File: src/verilog/wwd_pkg.sv
package wwd_pkg;
  // Time base tick period and the default intervals, in microseconds.
  localparam int unsigned TICK_US          = 1000;
  localparam int unsigned CLK_NS           = 100;
  localparam int unsigned TICK_CYCLES      = (TICK_US * 1000) / CLK_NS;
  localparam int unsigned TIMEOUT_US       = 40000;
  localparam int unsigned SPACING_US       = 4000;
  localparam int unsigned HOLD_US          = 12000;
  localparam int unsigned RELEASE_US       = 16000;
  localparam int unsigned TIMEOUT_TICKS    = TIMEOUT_US / TICK_US;
  localparam int unsigned SPACING_TICKS    = (SPACING_US + TICK_US - 1) / TICK_US;
  localparam int unsigned HOLD_TICKS       = (HOLD_US + TICK_US - 1) / TICK_US;
  localparam int unsigned RELEASE_TICKS    = (RELEASE_US + TICK_US - 1) / TICK_US;
  localparam int unsigned CNT_W            = 16;
  localparam logic        FAULT_OUT_RST    = 1'b1;
  localparam logic        SUPPLY_OUT_RST   = 1'b0;

  typedef enum logic [2:0]
  {
    WWD_ST_INIT   = 3'h0,
    WWD_ST_POR    = 3'h1,
    WWD_ST_OPEN   = 3'h2,
    WWD_ST_CLOSED = 3'h3,
    WWD_ST_FAULT  = 3'h4
  } wwd_state_type;
endpackage

File: src/verilog/wwd_tick_if.sv
`timescale 1ns/100ps
`default_nettype none
interface wwd_tick_if;
  logic tick;
  logic run;
  modport gen (input run, output tick);
  modport use_side (output run, input tick);
endinterface
`default_nettype wire

File: src/verilog/wwd_top.sv
`timescale 1ns/100ps
`default_nettype none
module wwd_top #(
  parameter int unsigned TIMEOUT_TICKS = wwd_pkg::TIMEOUT_TICKS,
  parameter int unsigned SPACING_TICKS = wwd_pkg::SPACING_TICKS,
  parameter int unsigned HOLD_TICKS    = wwd_pkg::HOLD_TICKS,
  parameter int unsigned RELEASE_TICKS = wwd_pkg::RELEASE_TICKS,
  parameter int unsigned TICK_CYCLES   = wwd_pkg::TICK_CYCLES
) (
  // Clock, reset and clock enable.
  input  wire logic i_clock,
  input  wire logic i_nrst,
  input  wire logic i_enable,
  // Monitored party.
  input  wire logic i_trigger_input,
  input  wire logic i_watchdog_enable,
  // Supply comparators.
  input  wire logic i_above_min_level,
  input  wire logic i_above_detect_level,
  input  wire logic i_at_release_level,
  // Load current sensing.
  input  wire logic i_autonomous_mode,
  input  wire logic i_load_at_activation,
  input  wire logic i_load_at_deactivation,
  // Outputs.
  output logic      o_watchdog_fault_out,
  output logic      o_supply_fault_out,
  output logic      o_combined_fault_out,
  output logic      o_low_hysteresis_tap,
  output logic      o_capacitor_discharge,
  output logic      o_monitoring
);
  localparam int W = wwd_pkg::CNT_W;

  //////////////////////////////////////////////////////////////////////////////
  // Time base.

  wwd_tick_if tb ();

  wwd_tick_gen #(
    .TICK_CYCLES (TICK_CYCLES)
  ) u_tick (
    .i_clock  (i_clock),
    .i_nrst   (i_nrst),
    .i_enable (i_enable),
    .tb       (tb)
  );

  //////////////////////////////////////////////////////////////////////////////
  // Trigger synchroniser and edge detector.

  logic sync1_r;
  logic sync2_r;
  logic sync3_r;
  logic trig_pulse;

  always_ff @(posedge i_clock or negedge i_nrst)
  begin
    if (!i_nrst)
    begin
      sync1_r <= 1'b0;
      sync2_r <= 1'b0;
      sync3_r <= 1'b0;
    end
    else if (i_enable)
    begin
      sync1_r <= i_trigger_input;
      sync2_r <= sync1_r;
      sync3_r <= sync2_r;
    end
  end

  assign trig_pulse = sync2_r & ~sync3_r;

  //////////////////////////////////////////////////////////////////////////////
  // Supply detector with release delay.

  logic          sup_out_r;
  logic          sup_out_nxt;
  logic          charging_r;
  logic          charging_nxt;
  logic [W-1:0]  dly_r;
  logic [W-1:0]  dly_nxt;
  logic          sup_ok;

  always_comb
  begin
    sup_out_nxt  = sup_out_r;
    charging_nxt = charging_r;
    dly_nxt      = dly_r;
    if (!i_above_min_level || !i_above_detect_level)
    begin
      charging_nxt = 1'b0;
      dly_nxt      = '0;
      sup_out_nxt  = 1'b0;
    end
    else if (i_at_release_level && !sup_out_r)
    begin
      charging_nxt = 1'b1;
      if (tb.tick)
      begin
        if (dly_r >= W'(RELEASE_TICKS - 1))
        begin
          sup_out_nxt  = 1'b1;
          charging_nxt = 1'b0;
        end
        else
        begin
          dly_nxt = dly_r + 1'b1;
        end
      end
    end
    else if (!sup_out_r)
    begin
      charging_nxt = 1'b0;
      dly_nxt      = '0;
    end
  end

  always_ff @(posedge i_clock or negedge i_nrst)
  begin
    if (!i_nrst)
    begin
      sup_out_r  <= wwd_pkg::SUPPLY_OUT_RST;
      charging_r <= 1'b0;
      dly_r      <= '0;
    end
    else if (i_enable)
    begin
      sup_out_r  <= sup_out_nxt;
      charging_r <= charging_nxt;
      dly_r      <= dly_nxt;
    end
  end

  assign o_supply_fault_out   = sup_out_r;
  assign o_low_hysteresis_tap = sup_out_r;
  assign o_capacitor_discharge = ~charging_r & ~sup_out_r;
  assign sup_ok = i_above_detect_level & i_above_min_level;

  //////////////////////////////////////////////////////////////////////////////
  // Activation: enable pin and load current hysteresis.

  logic load_act_r;
  logic load_act_nxt;
  logic active;

  always_comb
  begin
    load_act_nxt = load_act_r;
    if (i_load_at_activation)
    begin
      load_act_nxt = 1'b1;
    end
    else if (i_load_at_deactivation)
    begin
      load_act_nxt = 1'b0;
    end
  end

  always_ff @(posedge i_clock or negedge i_nrst)
  begin
    if (!i_nrst)
    begin
      load_act_r <= 1'b0;
    end
    else if (i_enable)
    begin
      load_act_r <= load_act_nxt;
    end
  end

  assign active = i_watchdog_enable & (~i_autonomous_mode | load_act_r);

  //////////////////////////////////////////////////////////////////////////////
  // Window state machine.

  wwd_pkg::wwd_state_type st_r;
  wwd_pkg::wwd_state_type st_nxt;
  logic [W-1:0]           win_r;
  logic [W-1:0]           win_nxt;
  logic [W-1:0]           to_r;
  logic [W-1:0]           to_nxt;
  logic                   wo_r;
  logic                   wo_nxt;

  always_comb
  begin
    st_nxt  = st_r;
    win_nxt = win_r;
    to_nxt  = to_r;
    wo_nxt  = wo_r;
    if (!sup_ok && st_r != wwd_pkg::WWD_ST_FAULT)
    begin
      st_nxt  = wwd_pkg::WWD_ST_INIT;
      win_nxt = '0;
      to_nxt  = '0;
      wo_nxt  = 1'b1;
    end
    else
    begin
      case (st_r)
        wwd_pkg::WWD_ST_INIT:
        begin
          if (sup_out_r)
          begin
            st_nxt = wwd_pkg::WWD_ST_POR;
          end
        end
        wwd_pkg::WWD_ST_POR:
        begin
          if (active)
          begin
            st_nxt  = wwd_pkg::WWD_ST_OPEN;
            win_nxt = '0;
            to_nxt  = '0;
          end
        end
        wwd_pkg::WWD_ST_OPEN, wwd_pkg::WWD_ST_CLOSED:
        begin
          wo_nxt = 1'b1;
          if (!active)
          begin
            st_nxt  = wwd_pkg::WWD_ST_POR;
            win_nxt = '0;
            to_nxt  = '0;
          end
          else if (trig_pulse && st_r == wwd_pkg::WWD_ST_OPEN)
          begin
            st_nxt  = wwd_pkg::WWD_ST_CLOSED;
            win_nxt = '0;
            to_nxt  = '0;
          end
          else if (trig_pulse)
          begin
            st_nxt  = wwd_pkg::WWD_ST_FAULT;
            win_nxt = '0;
            wo_nxt  = 1'b0;
          end
          else if (tb.tick)
          begin
            to_nxt  = to_r + 1'b1;
            win_nxt = win_r + 1'b1;
            if (to_r >= W'(TIMEOUT_TICKS - 1))
            begin
              st_nxt  = wwd_pkg::WWD_ST_FAULT;
              win_nxt = '0;
              wo_nxt  = 1'b0;
            end
            else if (st_r == wwd_pkg::WWD_ST_CLOSED && win_r >= W'(SPACING_TICKS - 1))
            begin
              st_nxt = wwd_pkg::WWD_ST_OPEN;
            end
          end
        end
        wwd_pkg::WWD_ST_FAULT:
        begin
          wo_nxt = 1'b0;
          if (tb.tick)
          begin
            win_nxt = win_r + 1'b1;
            if (win_r >= W'(HOLD_TICKS - 1))
            begin
              st_nxt  = !sup_ok ? wwd_pkg::WWD_ST_INIT
                      : active ? wwd_pkg::WWD_ST_OPEN : wwd_pkg::WWD_ST_POR;
              win_nxt = '0;
              to_nxt  = '0;
              wo_nxt  = 1'b1;
            end
          end
        end
        default:
        begin
          st_nxt = wwd_pkg::WWD_ST_INIT;
          wo_nxt = 1'b1;
        end
      endcase
    end
  end

  always_ff @(posedge i_clock or negedge i_nrst)
  begin
    if (!i_nrst)
    begin
      st_r  <= wwd_pkg::WWD_ST_INIT;
      win_r <= '0;
      to_r  <= '0;
      wo_r  <= wwd_pkg::FAULT_OUT_RST;
    end
    else if (i_enable)
    begin
      st_r  <= st_nxt;
      win_r <= win_nxt;
      to_r  <= to_nxt;
      wo_r  <= wo_nxt;
    end
  end

  assign tb.run = (st_r == wwd_pkg::WWD_ST_OPEN) || (st_r == wwd_pkg::WWD_ST_CLOSED)
                  || (st_r == wwd_pkg::WWD_ST_FAULT) || charging_r;

  assign o_watchdog_fault_out = wo_r;
  assign o_combined_fault_out = wo_r & sup_out_r;
  assign o_monitoring = (st_r == wwd_pkg::WWD_ST_OPEN) || (st_r == wwd_pkg::WWD_ST_CLOSED);
endmodule
`default_nettype wire

File: src/verilog/wwd_tick_gen.sv
`timescale 1ns/100ps
`default_nettype none
module wwd_tick_gen #(
  parameter int unsigned TICK_CYCLES = wwd_pkg::TICK_CYCLES
) (
  // Clock, reset and clock enable.
  input  wire logic i_clock,
  input  wire logic i_nrst,
  input  wire logic i_enable,
  // Tick carrier.
  wwd_tick_if.gen   tb
);
  logic [23:0] div_r;
  logic [23:0] div_nxt;
  logic        tick_r;
  logic        tick_nxt;

  assign tb.tick = tick_r;

  always_comb
  begin
    div_nxt  = div_r;
    tick_nxt = 1'b0;
    if (!tb.run)
    begin
      div_nxt = 24'h000000;
    end
    else if (div_r == 24'(TICK_CYCLES - 1))
    begin
      div_nxt  = 24'h000000;
      tick_nxt = 1'b1;
    end
    else
    begin
      div_nxt = div_r + 24'h000001;
    end
  end

  always_ff @(posedge i_clock or negedge i_nrst)
  begin
    if (!i_nrst)
    begin
      div_r  <= 24'h000000;
      tick_r <= 1'b0;
    end
    else if (i_enable)
    begin
      div_r  <= div_nxt;
      tick_r <= tick_nxt;
    end
  end
endmodule
`default_nettype wire

File: config.mk
export PLATFORM = sky130hd
export DESIGN_NAME = wwd_top
export DESIGN_NICKNAME = d
export VERILOG_FILES = /design/src/verilog/wwd_pkg.sv /design/src/verilog/wwd_tick_if.sv /design/src/verilog/wwd_top.sv /design/src/verilog/wwd_tick_gen.sv
export SDC_FILE = /design/constraint.sdc
export NUM_CORES = 1
export LEC_CHECK = 0
export ABC_AREA = 1
export BUFFER_PORTS_ARGS = -buffer_cell sky130_fd_sc_hd__buf_2
export CELL_PAD_IN_SITES_DETAIL_PLACEMENT = 0
export CELL_PAD_IN_SITES_GLOBAL_PLACEMENT = 1
export CORE_MARGIN = 8
export CORE_UTILIZATION = 41
export CTS_CLUSTER_DIAMETER = 100
export CTS_CLUSTER_SIZE = 24
export DETAILED_ROUTE_END_ITERATION = 6
export PLACE_DENSITY_LB_ADDON = 0.15
export RECOVER_POWER = 25
export SLEW_MARGIN = 20
export SYNTH_ARGS = -nofsm -noshare
export SYNTH_HDL_FRONTEND = slang
export SYNTH_SLANG_ARGS = --single-unit
File: constraint.sdc
create_clock -name i_clock -period 1.65 [get_ports i_clock]
set_input_delay 0.165 -clock i_clock [delete_from_list [all_inputs] [get_ports i_clock]]
set_output_delay 0.165 -clock i_clock [all_outputs]
set_load 0.01 [all_outputs]
==> results.py, run 1 <==
metrics = {
    "status": {
        "status": "finished with violations",
        "violations": "negative setup slack",
    },
    "sta": {
        "rsz0062_at_grt": "yes",
        "tightest_slew_ns": 0.8185,
        "fmax_ghz": 0.5735,
        "final.setup.tns_ns": -1.379,
        "fin_ws_ns": -0.09364,
        "hold_viol": 0,
        "finalHoldWorstSlack_ns": 0.02328,
        "timing.final.crit_share_pct": 105.7,
        "slew_headroom_pct": 45.43,
        "report.final.slew_viol_count": 0,
        "skew_ns": 0.01002,
        "setup_violations": 32,
        "period_minus_slack_ns": 1.744,
    },
    "finish": {
        "layout-drive-gt1-share_pct": 28.27,
        "final_net_count": 859,
        "layout_commonest_cell": "nand2_1",
        "fillers": 1159,
        "n_antenna_cell": 0,
        "final_util_pct": 56.17,
        "area_delta_synth_final_pct": 33.57,
        "layoutNonFillerInstCount": 1017,
        "layout.cells.most_common_list": "nand2_1, nor2_1, inv_1",
        "fin_area_mm2": 0.006775,
    },
    "floorplanning": {
        "fp.dieH_um": 127.2,
        "core-area_mm2": 0.01206,
        "io_pins": 17,
        "die_area_mm2": 0.01619,
        "die_x_um": 127.2,
        "placement_rows": 40,
        "start_util_pct": 42.05,
    },
    "synthesis": {
        "synth_area_mm2": 0.005072,
        "yosys.area.top_type": "dfrtp_1",
        "synth_cells": 733,
        "synth_top_area_share_pct": 40.45,
        "syn_nets": 748,
        "syn_avg_cell_area_um2": 6.920,
        "ys_seq_area_share_pct": 40.97,
        "synth_cell_types": 40,
        "ys_warn_count": 0,
        "synth_area_leaders": "dfrtp_1, nand2_1, nor2_1, inv_1, nand3_1",
        "synth-seq-cells": 83,
    },
    "cts": {
        "h-tree-depth": 3,
        "clkLatencyLatePin_ns": 0.35,
        "clock_sinks": 83,
        "clk_pin_slew_ns": 0.06,
        "cts_root_buf": "clkbuf_16",
        "clockBufferDepth": 2,
        "cts_tree": "yes",
        "numCtsBuffers": 9,
    },
    "setup_path": {
        "startpoint": "st_r[1]",
        "crit_path_max_fanout": 8,
        "worst_ep_arrival_time_ns": 1.97,
        "crit_required_ns": 1.88,
        "r2r_slack_ns": -0.09,
        "max_stage_delay_ns": 0.46,
        "worstReg2RegStart": "st_r[1]",
        "path_cells": "nor2_4, nand2_2, nand2_2, inv_2, nand2_4, nand3_4, nor2_4, clkinvlp_4, a21oi_2, nor2_1",
        "crit_path_top_delay_cell": "dfrtp_2",
        "crit_path_start_kind": "flop",
        "worstSetupPathType": "flop to flop",
        "end_kind": "flop",
    },
    "global_routing": {
        "grt_pass1_wl_mm": 22.01,
        "grt_pass1_vias": 4797,
        "antenna_found_initial": 0,
        "grt_overflow": 0,
        "grt_max_degree": 38,
        "grt.total_usage_pct": 16.69,
    },
    "placement": {
        "dpl_cell_area_mm2": 0.005899,
        "place_hpwl_mm": 9.769,
        "dp.cells": 983,
        "numPortBuffers": 16,
        "place_ws_ns": -0.09429,
        "gp_congestion": 0.9278,
    },
    "flow_run": {
        "cap_violations": 0,
    },
    "detailed_routing": {
        "first_pass_iters": 6,
        "ant_nets": 0,
        "drc_errors": 0,
        "first_iter_violations": 332,
        "vias": 4966,
        "wl_per_cell_um": 13.13,
        "avgViaCountPerCell": 4.883,
        "wirelength_mm": 13.35,
    },
    "power": {
        "vdd_drop_max_mv": 0.6869,
        "p_leak_nw": 3.173,
        "comb_power_share_pct": 14.3,
        "p_per_area_mw_per_mm2": 708.5,
        "finalPower_mw": 4.800,
        "pwr-share-seq_pct": 43.7,
        "power_frac_clock_pct": 42.0,
        "p_switching_mw": 1.274,
        "p_int_mw": 3.526,
        "switching_share_pct": 26.55,
    },
    "min_path": {
        "min_path_type": "input pin to flop",
        "min_from": "i_trigger_input",
    },
}
## power by group through the flow
stage               sequential (mW)  clock (mW)  combinational [mW]
floorplan                      2.13           0               0.290
global placement               2.13           0               0.547
detailed placement             2.13           0               0.553
CTS                            2.09        2.08               0.588
global route                   2.10        2.15               0.754
finish                         2.10        2.02               0.685
## sequential cells by signal, summed over array words and instances, names as in the netlist
signal / count
sync3_r: 1
u_tick.tb.tick: 1
st_r: 3
sync1_r: 1
u_tick.div_r: 24
charging_r: 1
win_r: 16
sync2_r: 1
o_watchdog_fault_out: 1
load_act_r: 1
to_r: 16
o_low_hysteresis_tap: 1
dly_r: 16
## path summary, 6_finish.rpt
| path | to | depth (start not counted) |
|---|---|---|
| max | to_r[3] | 10 |
| max reg2reg | to_r[3] | 10 |
| max in group asynchronous | u_tick.div_r[2] | 3 |
| min in group asynchronous | to_r[9] | 2 |
| min | sync1_r | 3 |
| min reg2reg | sync1_r | 2 |
## worst max-delay path: cells and delay by family, from the launching register on
kind                   cells  cell delay (ns)
AOI/OAI and AO/OA          1             0.16
buffers and inverters      2             0.28
DFF                        1             0.46
and+or+nand+nor            7             0.72
## final cells by class
type                            instances  area [um2]  area share [%]
Clock inverter                          6       66.31          0.9788
Sequential cell                        83        2085           30.77
Multi-Input combinational cell        534        2902           42.83
Timing Repair Buffer                  110       879.6           12.98
Clock buffer                           10       229.0           3.380
Inverter                              106       404.1           5.965
Tap cell                              168       210.2           3.102
## Yosys cell counts
library cell,instances
nor2_8,1
dfstp_2,1
nor2_2,2
nand4_1,17
o21ai_0,25
and3_1,2
a21oi_1,22
xor2_1,14
ha_1,4
o21ai_1,2
nand3_2,5
a22oi_1,1
a21boi_0,1
nor2_1,139
buf_6,4
nand2_2,10
or2_2,1
nand2_1,175
clkinv_1,1
nor4_1,3
buf_4,2
a31oi_1,4
nor3_1,21
nand3b_1,5
a21o_1,1
nor2_4,2
buf_1,1
buf_2,2
clkbuf_1,2
nand3_1,67
nor3_4,1
a21boi_1,1
dfrtp_1,82
o21bai_1,1
nand2_4,1
inv_2,6
a21boi_2,1
inv_1,99
a22o_1,1
o22ai_1,3
## layer usage
metal / track usage (%) / part of all wire (%) / up-vias
met2: 27.47 / 49 / 55
met3: 2.704 / 2.5 / 17
met1: 21.27 / 47 / 2349
met4: 7.138 / 1.8 / 0
li1: - / - / 2545
met5: 0 / 0 / -
## logic make-up after synthesis
group	after synthesis	synth area share (%)
flip-flops	83	40.97
AND/OR/NAND/NOR	452	39.34
XOR/XNOR	14	2.417
adder cells (fa/ha/maj)	4	0.9867
AO/OA/AOI/OAI	63	6.833
buffers and inverters	117	9.447
## repair_timing
item	in CTS	in global routing
endpoints found under the hold margin	28	0
setup buffers	7	9
gates cloned	0	1
gates resized for setup	26	95
pin swaps	8	25
setup endpoints to repair	31	73
hold buffers	1	0
Power figures use the tool's default switching activity.
==> run 2: changes to the inputs <==
--- a/config.mk
+++ b/config.mk
@@ -14,7 +14,7 @@
 export CTS_CLUSTER_DIAMETER = 100
 export CTS_CLUSTER_SIZE = 24
 export DETAILED_ROUTE_END_ITERATION = 6
-export PLACE_DENSITY_LB_ADDON = 0.15
+export PLACE_DENSITY_LB_ADDON = 0.1
 export RECOVER_POWER = 25
 export SLEW_MARGIN = 20
 export SYNTH_ARGS = -nofsm -noshare
==> results.py, run 2 (same netlist as run 1, synthesis figures left out) <==
metrics = {
    "status": {
        "status": "finished with violations",
        "violations": "negative setup slack",
    },
    "sta": {
        "report.final.slew_viol_count": 0,
        "fmax_ghz": 0.5954,
        "finalHoldWorstSlack_ns": 0.01706,
        "setup_violations": 8,
        "hold_viol": 0,
        "rsz0062_at_grt": "yes",
        "period_minus_slack_ns": 1.680,
        "slew_headroom_pct": 26.49,
        "timing.final.crit_share_pct": 101.8,
        "skew_ns": 0.01152,
        "final.setup.tns_ns": -0.1147,
        "fin_ws_ns": -0.02953,
        "tightest_slew_ns": 1.103,
    },
    "placement": {
        "gp_congestion": 0.8934,
        "dp.cells": 981,
        "place_hpwl_mm": 9.639,
        "numPortBuffers": 16,
    },
    "setup_path": {
        "crit_path_start_kind": "flop",
        "worst_ep_arrival_time_ns": 1.91,
        "end_kind": "flop",
        "crit_required_ns": 1.88,
        "worstSetupPathType": "flop to flop",
        "crit_path_max_fanout": 24,
    },
    "finish": {
        "layout_commonest_cell": "nand2_1",
        "final_net_count": 850,
        "top_register": "u_tick.div_r",
        "n_antenna_cell": 0,
        "layoutNonFillerInstCount": 1008,
        "final_util_pct": 55.03,
        "layout-drive-gt1-share_pct": 27.62,
        "area_delta_synth_final_pct": 30.86,
        "largest_reg_flops": 24,
        "layout.cells.most_common_list": "nand2_1, nor2_1, inv_1",
    },
    "global_routing": {
        "gr-usage-met1_pct": 21.42,
        "gr-max-usage-layer": "met2",
        "grt_pass1_wl_mm": 22.10,
        "antenna_found_initial": 0,
        "met3_usage_pct": 2.579,
        "grtUsageMet2_pct": 27.94,
        "grt_overflow": 0,
        "grt.total_usage_pct": 16.71,
        "grt_max_degree": 48,
        "grt_pass1_vias": 4807,
    },
    "floorplanning": {
        "io_pins": 17,
        "fp.dieH_um": 127.2,
        "placement_rows": 40,
        "core-area_mm2": 0.01206,
        "start_util_pct": 42.05,
        "die_x_um": 127.2,
        "die_area_mm2": 0.01619,
    },
    "detailed_routing": {
        "vias": 4965,
        "wl_per_cell_um": 13.25,
        "ant_nets": 0,
        "wirelength_mm": 13.36,
        "first_iter_violations": 377,
        "first_pass_iters": 5,
        "avgViaCountPerCell": 4.926,
        "drc_errors": 0,
    },
    "cts": {
        "clock_sinks": 83,
        "clk_pin_slew_ns": 0.07,
        "cts_tree": "yes",
        "clockBufferDepth": 2,
        "clkLatencyLatePin_ns": 0.35,
        "numCtsBuffers": 9,
        "cts_root_buf": "clkbuf_16",
        "h-tree-depth": 3,
    },
    "flow_run": {
        "cap_violations": 0,
    },
    "power": {
        "vdd_drop_max_mv": 0.5287,
        "p_leak_nw": 3.138,
        "finalPower_mw": 4.875,
        "p_per_area_mw_per_mm2": 734.4,
    },
    "min_path": {
        "min_path_type": "input pin to flop",
    },
}
## run 2: worst paths after layout
path / slack [ns] / end / cells after the start / start
worst max-delay path: -0.03 / to_r[5] / 10 / st_r[2]
worst min-delay path: 0.02 / sync1_r / 3 / i_trigger_input
worst max register to register: -0.03 / to_r[5] / 10 / st_r[2]
worst min register to register: 0.48 / sync1_r / 2 / sync1_r
max in group asynchronous: 0.21 / u_tick.div_r[2] / 3 / i_nrst
min in group asynchronous: 0.43 / to_r[1] / 3 / i_nrst
## run 2: critical path: stages, from the launching register on
cell	delay (ns)
dfrtp_2	0.46
buf_4	0.16
nor2_4	0.11
nand3_2	0.11
nor2_2	0.15
nand2_2	0.08
nand2_2	0.09
nor2_4	0.05
buf_12	0.15
a21oi_1	0.14
nor2_1	0.06
## run 2: area by class of cell
cell class	count	area [um2]
Clock buffer	10	239.0
Clock inverter	6	71.32
Fill cell	1163	5424
Inverter	106	402.9
Multi-Input combinational cell	534	2834
Sequential cell	83	2085
Tap cell	168	210.2
Timing Repair Buffer	101	795.8
## run 2: stage by stage
| stage | setup slack [ns] | instance area (um2) |
|---|---|---|
| floorplan | 0.03384 | 5072 |
| global placement | -0.03286 | 5909 |
| detailed placement | -0.1056 | 5909 |
| CTS | -0.006951 | 6297 |
| global route | -0.1025 | 6638 |
| finish | -0.02953 | 6638 |
## run 2: routing by layer
layer  routed length (um)  vias to the layer above
li1                     -                     2527
met1                 6219                     2346
met2                 6532                       75
met3                  381                       17
met4                  227                        0
met5                    0                        -
## run 2: power by group
part	switching (mW)	internal, mW	leakage [nW]	total [mW]
combinational	0.380	0.270	1.85	0.650
sequential	0.0287	2.07	1.14	2.10
clock	0.900	1.23	0.146	2.13
total	1.31	3.57	3.14	4.87
## run 2: repair_timing
item                                    CTS  global route
hold buffers                              1             0
endpoints found under the setup margin   33            63
pin swaps                                 5            20
gates resized for setup                  17            94
hold endpoints to repair                 82             0
setup buffers                             1             7
cloned                                    1             1
==> run 3: changes to the inputs <==
--- a/config.mk
+++ b/config.mk
@@ -9,9 +9,8 @@
 export BUFFER_PORTS_ARGS = -buffer_cell sky130_fd_sc_hd__buf_2
 export CELL_PAD_IN_SITES_DETAIL_PLACEMENT = 0
 export CELL_PAD_IN_SITES_GLOBAL_PLACEMENT = 1
-export CORE_MARGIN = 8
 export CORE_UTILIZATION = 41
-export CTS_CLUSTER_DIAMETER = 100
+export CTS_CLUSTER_DIAMETER = 50
 export CTS_CLUSTER_SIZE = 24
 export DETAILED_ROUTE_END_ITERATION = 6
 export PLACE_DENSITY_LB_ADDON = 0.1
@@ -20,3 +19,4 @@
 export SYNTH_ARGS = -nofsm -noshare
 export SYNTH_HDL_FRONTEND = slang
 export SYNTH_SLANG_ARGS = --single-unit
+export TNS_END_PERCENT = 5
==> results.py, run 3 (same netlist as run 1, synthesis figures left out) <==
metrics = {
    "status": {
        "status": "finished with violations",
        "violations": "negative setup slack",
    },
    "flow_run": {
        "cap_violations": 0,
    },
    "finish": {
        "layout-drive-gt1-share_pct": 24.50,
        "largest_reg_flops": 24,
        "final_net_count": 855,
        "n_antenna_cell": 0,
        "layout_commonest_cell": "nand2_1",
        "top_register": "u_tick.div_r",
        "layoutNonFillerInstCount": 992,
        "multi_input_area_mm2": 0.002713,
        "regArea_mm2": 0.002085,
        "layout.cells.most_common_list": "nand2_1, nor2_1, inv_1",
        "fin_area_mm2": 0.006534,
        "fillers": 1146,
        "area_delta_synth_final_pct": 28.81,
    },
    "cts": {
        "h-tree-depth": 3,
        "numCtsBuffers": 9,
        "clock_sinks": 83,
        "cts_root_buf": "clkbuf_16",
        "clkLatencyLatePin_ns": 0.36,
        "cts_tree": "yes",
        "clockBufferDepth": 2,
        "clk_pin_slew_ns": 0.07,
    },
    "setup_path": {
        "max_stage_delay_ns": 0.44,
        "crit_path_start_kind": "flop",
        "worstSetupPathType": "flop to flop",
        "end_kind": "flop",
        "path_delay_family": "simple AND/OR/NAND/NOR gates",
        "path_cells": "nor2_4, buf_4, nand3_1, nand2_1, inv_1, nand3_2, nor2_4, buf_12, nand2_1, a21boi_2",
        "crit_required_ns": 1.90,
        "r2r_cells": 10,
        "crit_buf_inv": 3,
        "crit_cells": 10,
        "crit_path_top_delay_cell": "dfrtp_2",
        "worst_ep_arrival_time_ns": 1.93,
        "crit_path_max_fanout": 17,
    },
    "global_routing": {
        "grt_overflow": 0,
        "grt_pass1_vias": 4970,
        "grt_pass1_wl_mm": 22.40,
        "antenna_found_initial": 0,
        "grt.total_usage_pct": 22.08,
        "grt_max_degree": 34,
    },
    "power": {
        "p_per_area_mw_per_mm2": 739.1,
        "p_leak_nw": 3.160,
        "finalPower_mw": 4.829,
        "vdd_drop_max_mv": 0.8215,
    },
    "detailed_routing": {
        "drc_errors": 0,
        "avgViaCountPerCell": 4.936,
        "wl_per_cell_um": 12.95,
        "wirelength_mm": 12.85,
        "vias": 4897,
        "ant_nets": 0,
        "first_pass_iters": 4,
        "first_iter_violations": 305,
    },
    "floorplanning": {
        "die_x_um": 113.2,
        "core-area_mm2": 0.01201,
        "fp.dieH_um": 113.2,
        "start_util_pct": 42.23,
        "placement_rows": 40,
        "die_area_mm2": 0.01282,
        "io_pins": 17,
    },
    "placement": {
        "dp.cells": 970,
        "place_hpwl_mm": 9.710,
        "dpl_cell_area_mm2": 0.005958,
        "numPortBuffers": 16,
        "gp_congestion": 0.9099,
    },
    "min_path": {
        "min_path_type": "input pin to flop",
        "min_path_cells": 2,
    },
    "sta": {
        "period_minus_slack_ns": 1.681,
        "slew_headroom_pct": 36.39,
        "hold_viol": 0,
        "timing.final.crit_share_pct": 101.9,
        "rsz0062_at_grt": "yes",
        "fin_ws_ns": -0.03086,
        "setup_violations": 5,
        "report.final.slew_viol_count": 0,
        "fmax_ghz": 0.5949,
        "skew_ns": 0.006516,
        "tightest_slew_ns": 0.9542,
    },
}
-- run 3: stage by stage --
step	TNS, ns	util (%)	hold slack [ns]	worst slack [ns]
4_1_cts	-0.01999	53.07	0.03270	-0.01076
2_1_floorplan	0	-	-0.1306	0.03384
5_1_grt	-2.563	54.40	0.04545	-0.1216
3_3_place_gp	-1.355	49.60	0.1618	-0.08641
6_report	-0.06983	54.40	0.05631	-0.03086
3_5_place_dp	-2.185	49.60	0.1659	-0.1250
-- run 3: cell type report --
class	instances	area share, %
Multi-Input combinational cell	533	41.52
Tap cell	147	2.815
Inverter	106	6.090
Clock inverter	7	1.283
Clock buffer	9	3.447
Sequential cell	83	31.90
Timing Repair Buffer	107	12.95
-- run 3: path summary, 6_finish.rpt --
| check | slack [ns] | from | to |
|---|---|---|---|
| max in group asynchronous | 0.43 | i_nrst | load_act_r |
| min in group asynchronous | 0.49 | i_nrst | to_r[2] |
| max | -0.03 | st_r[1] | to_r[7] |
| max reg2reg | -0.03 | st_r[1] | to_r[7] |
| min | 0.06 | i_load_at_activation | load_act_r |
| min reg2reg | 0.47 | sync1_r | sync1_r |
-- run 3: where the power goes --
group	leakage [nW]	internal, mW	switching, mW
sequential	1.14	2.07	0.0285
clock	0.149	1.20	0.926
combinational	1.87	0.254	0.353
-- run 3: routing by layer --
| metal | vias to the layer above | track usage [%] | part of all wire, % |
|---|---|---|---|
| met4 | 0 | 7.982 | 1.6 |
| met2 | 56 | 37.71 | 50 |
| li1 | 2536 | - | - |
| met3 | 16 | 5.303 | 2.9 |
| met5 | - | 0 | 0 |
| met1 | 2289 | 27.13 | 46 |
-- run 3: timing repair --
action / CTS / global route
hold endpoints to repair: 30 / 0
setup buffers: 4 / 0
resized for setup: 18 / 56
setup endpoints to repair: 31 / 72
hold buffers: 2 / 0
pin swaps: 7 / 13
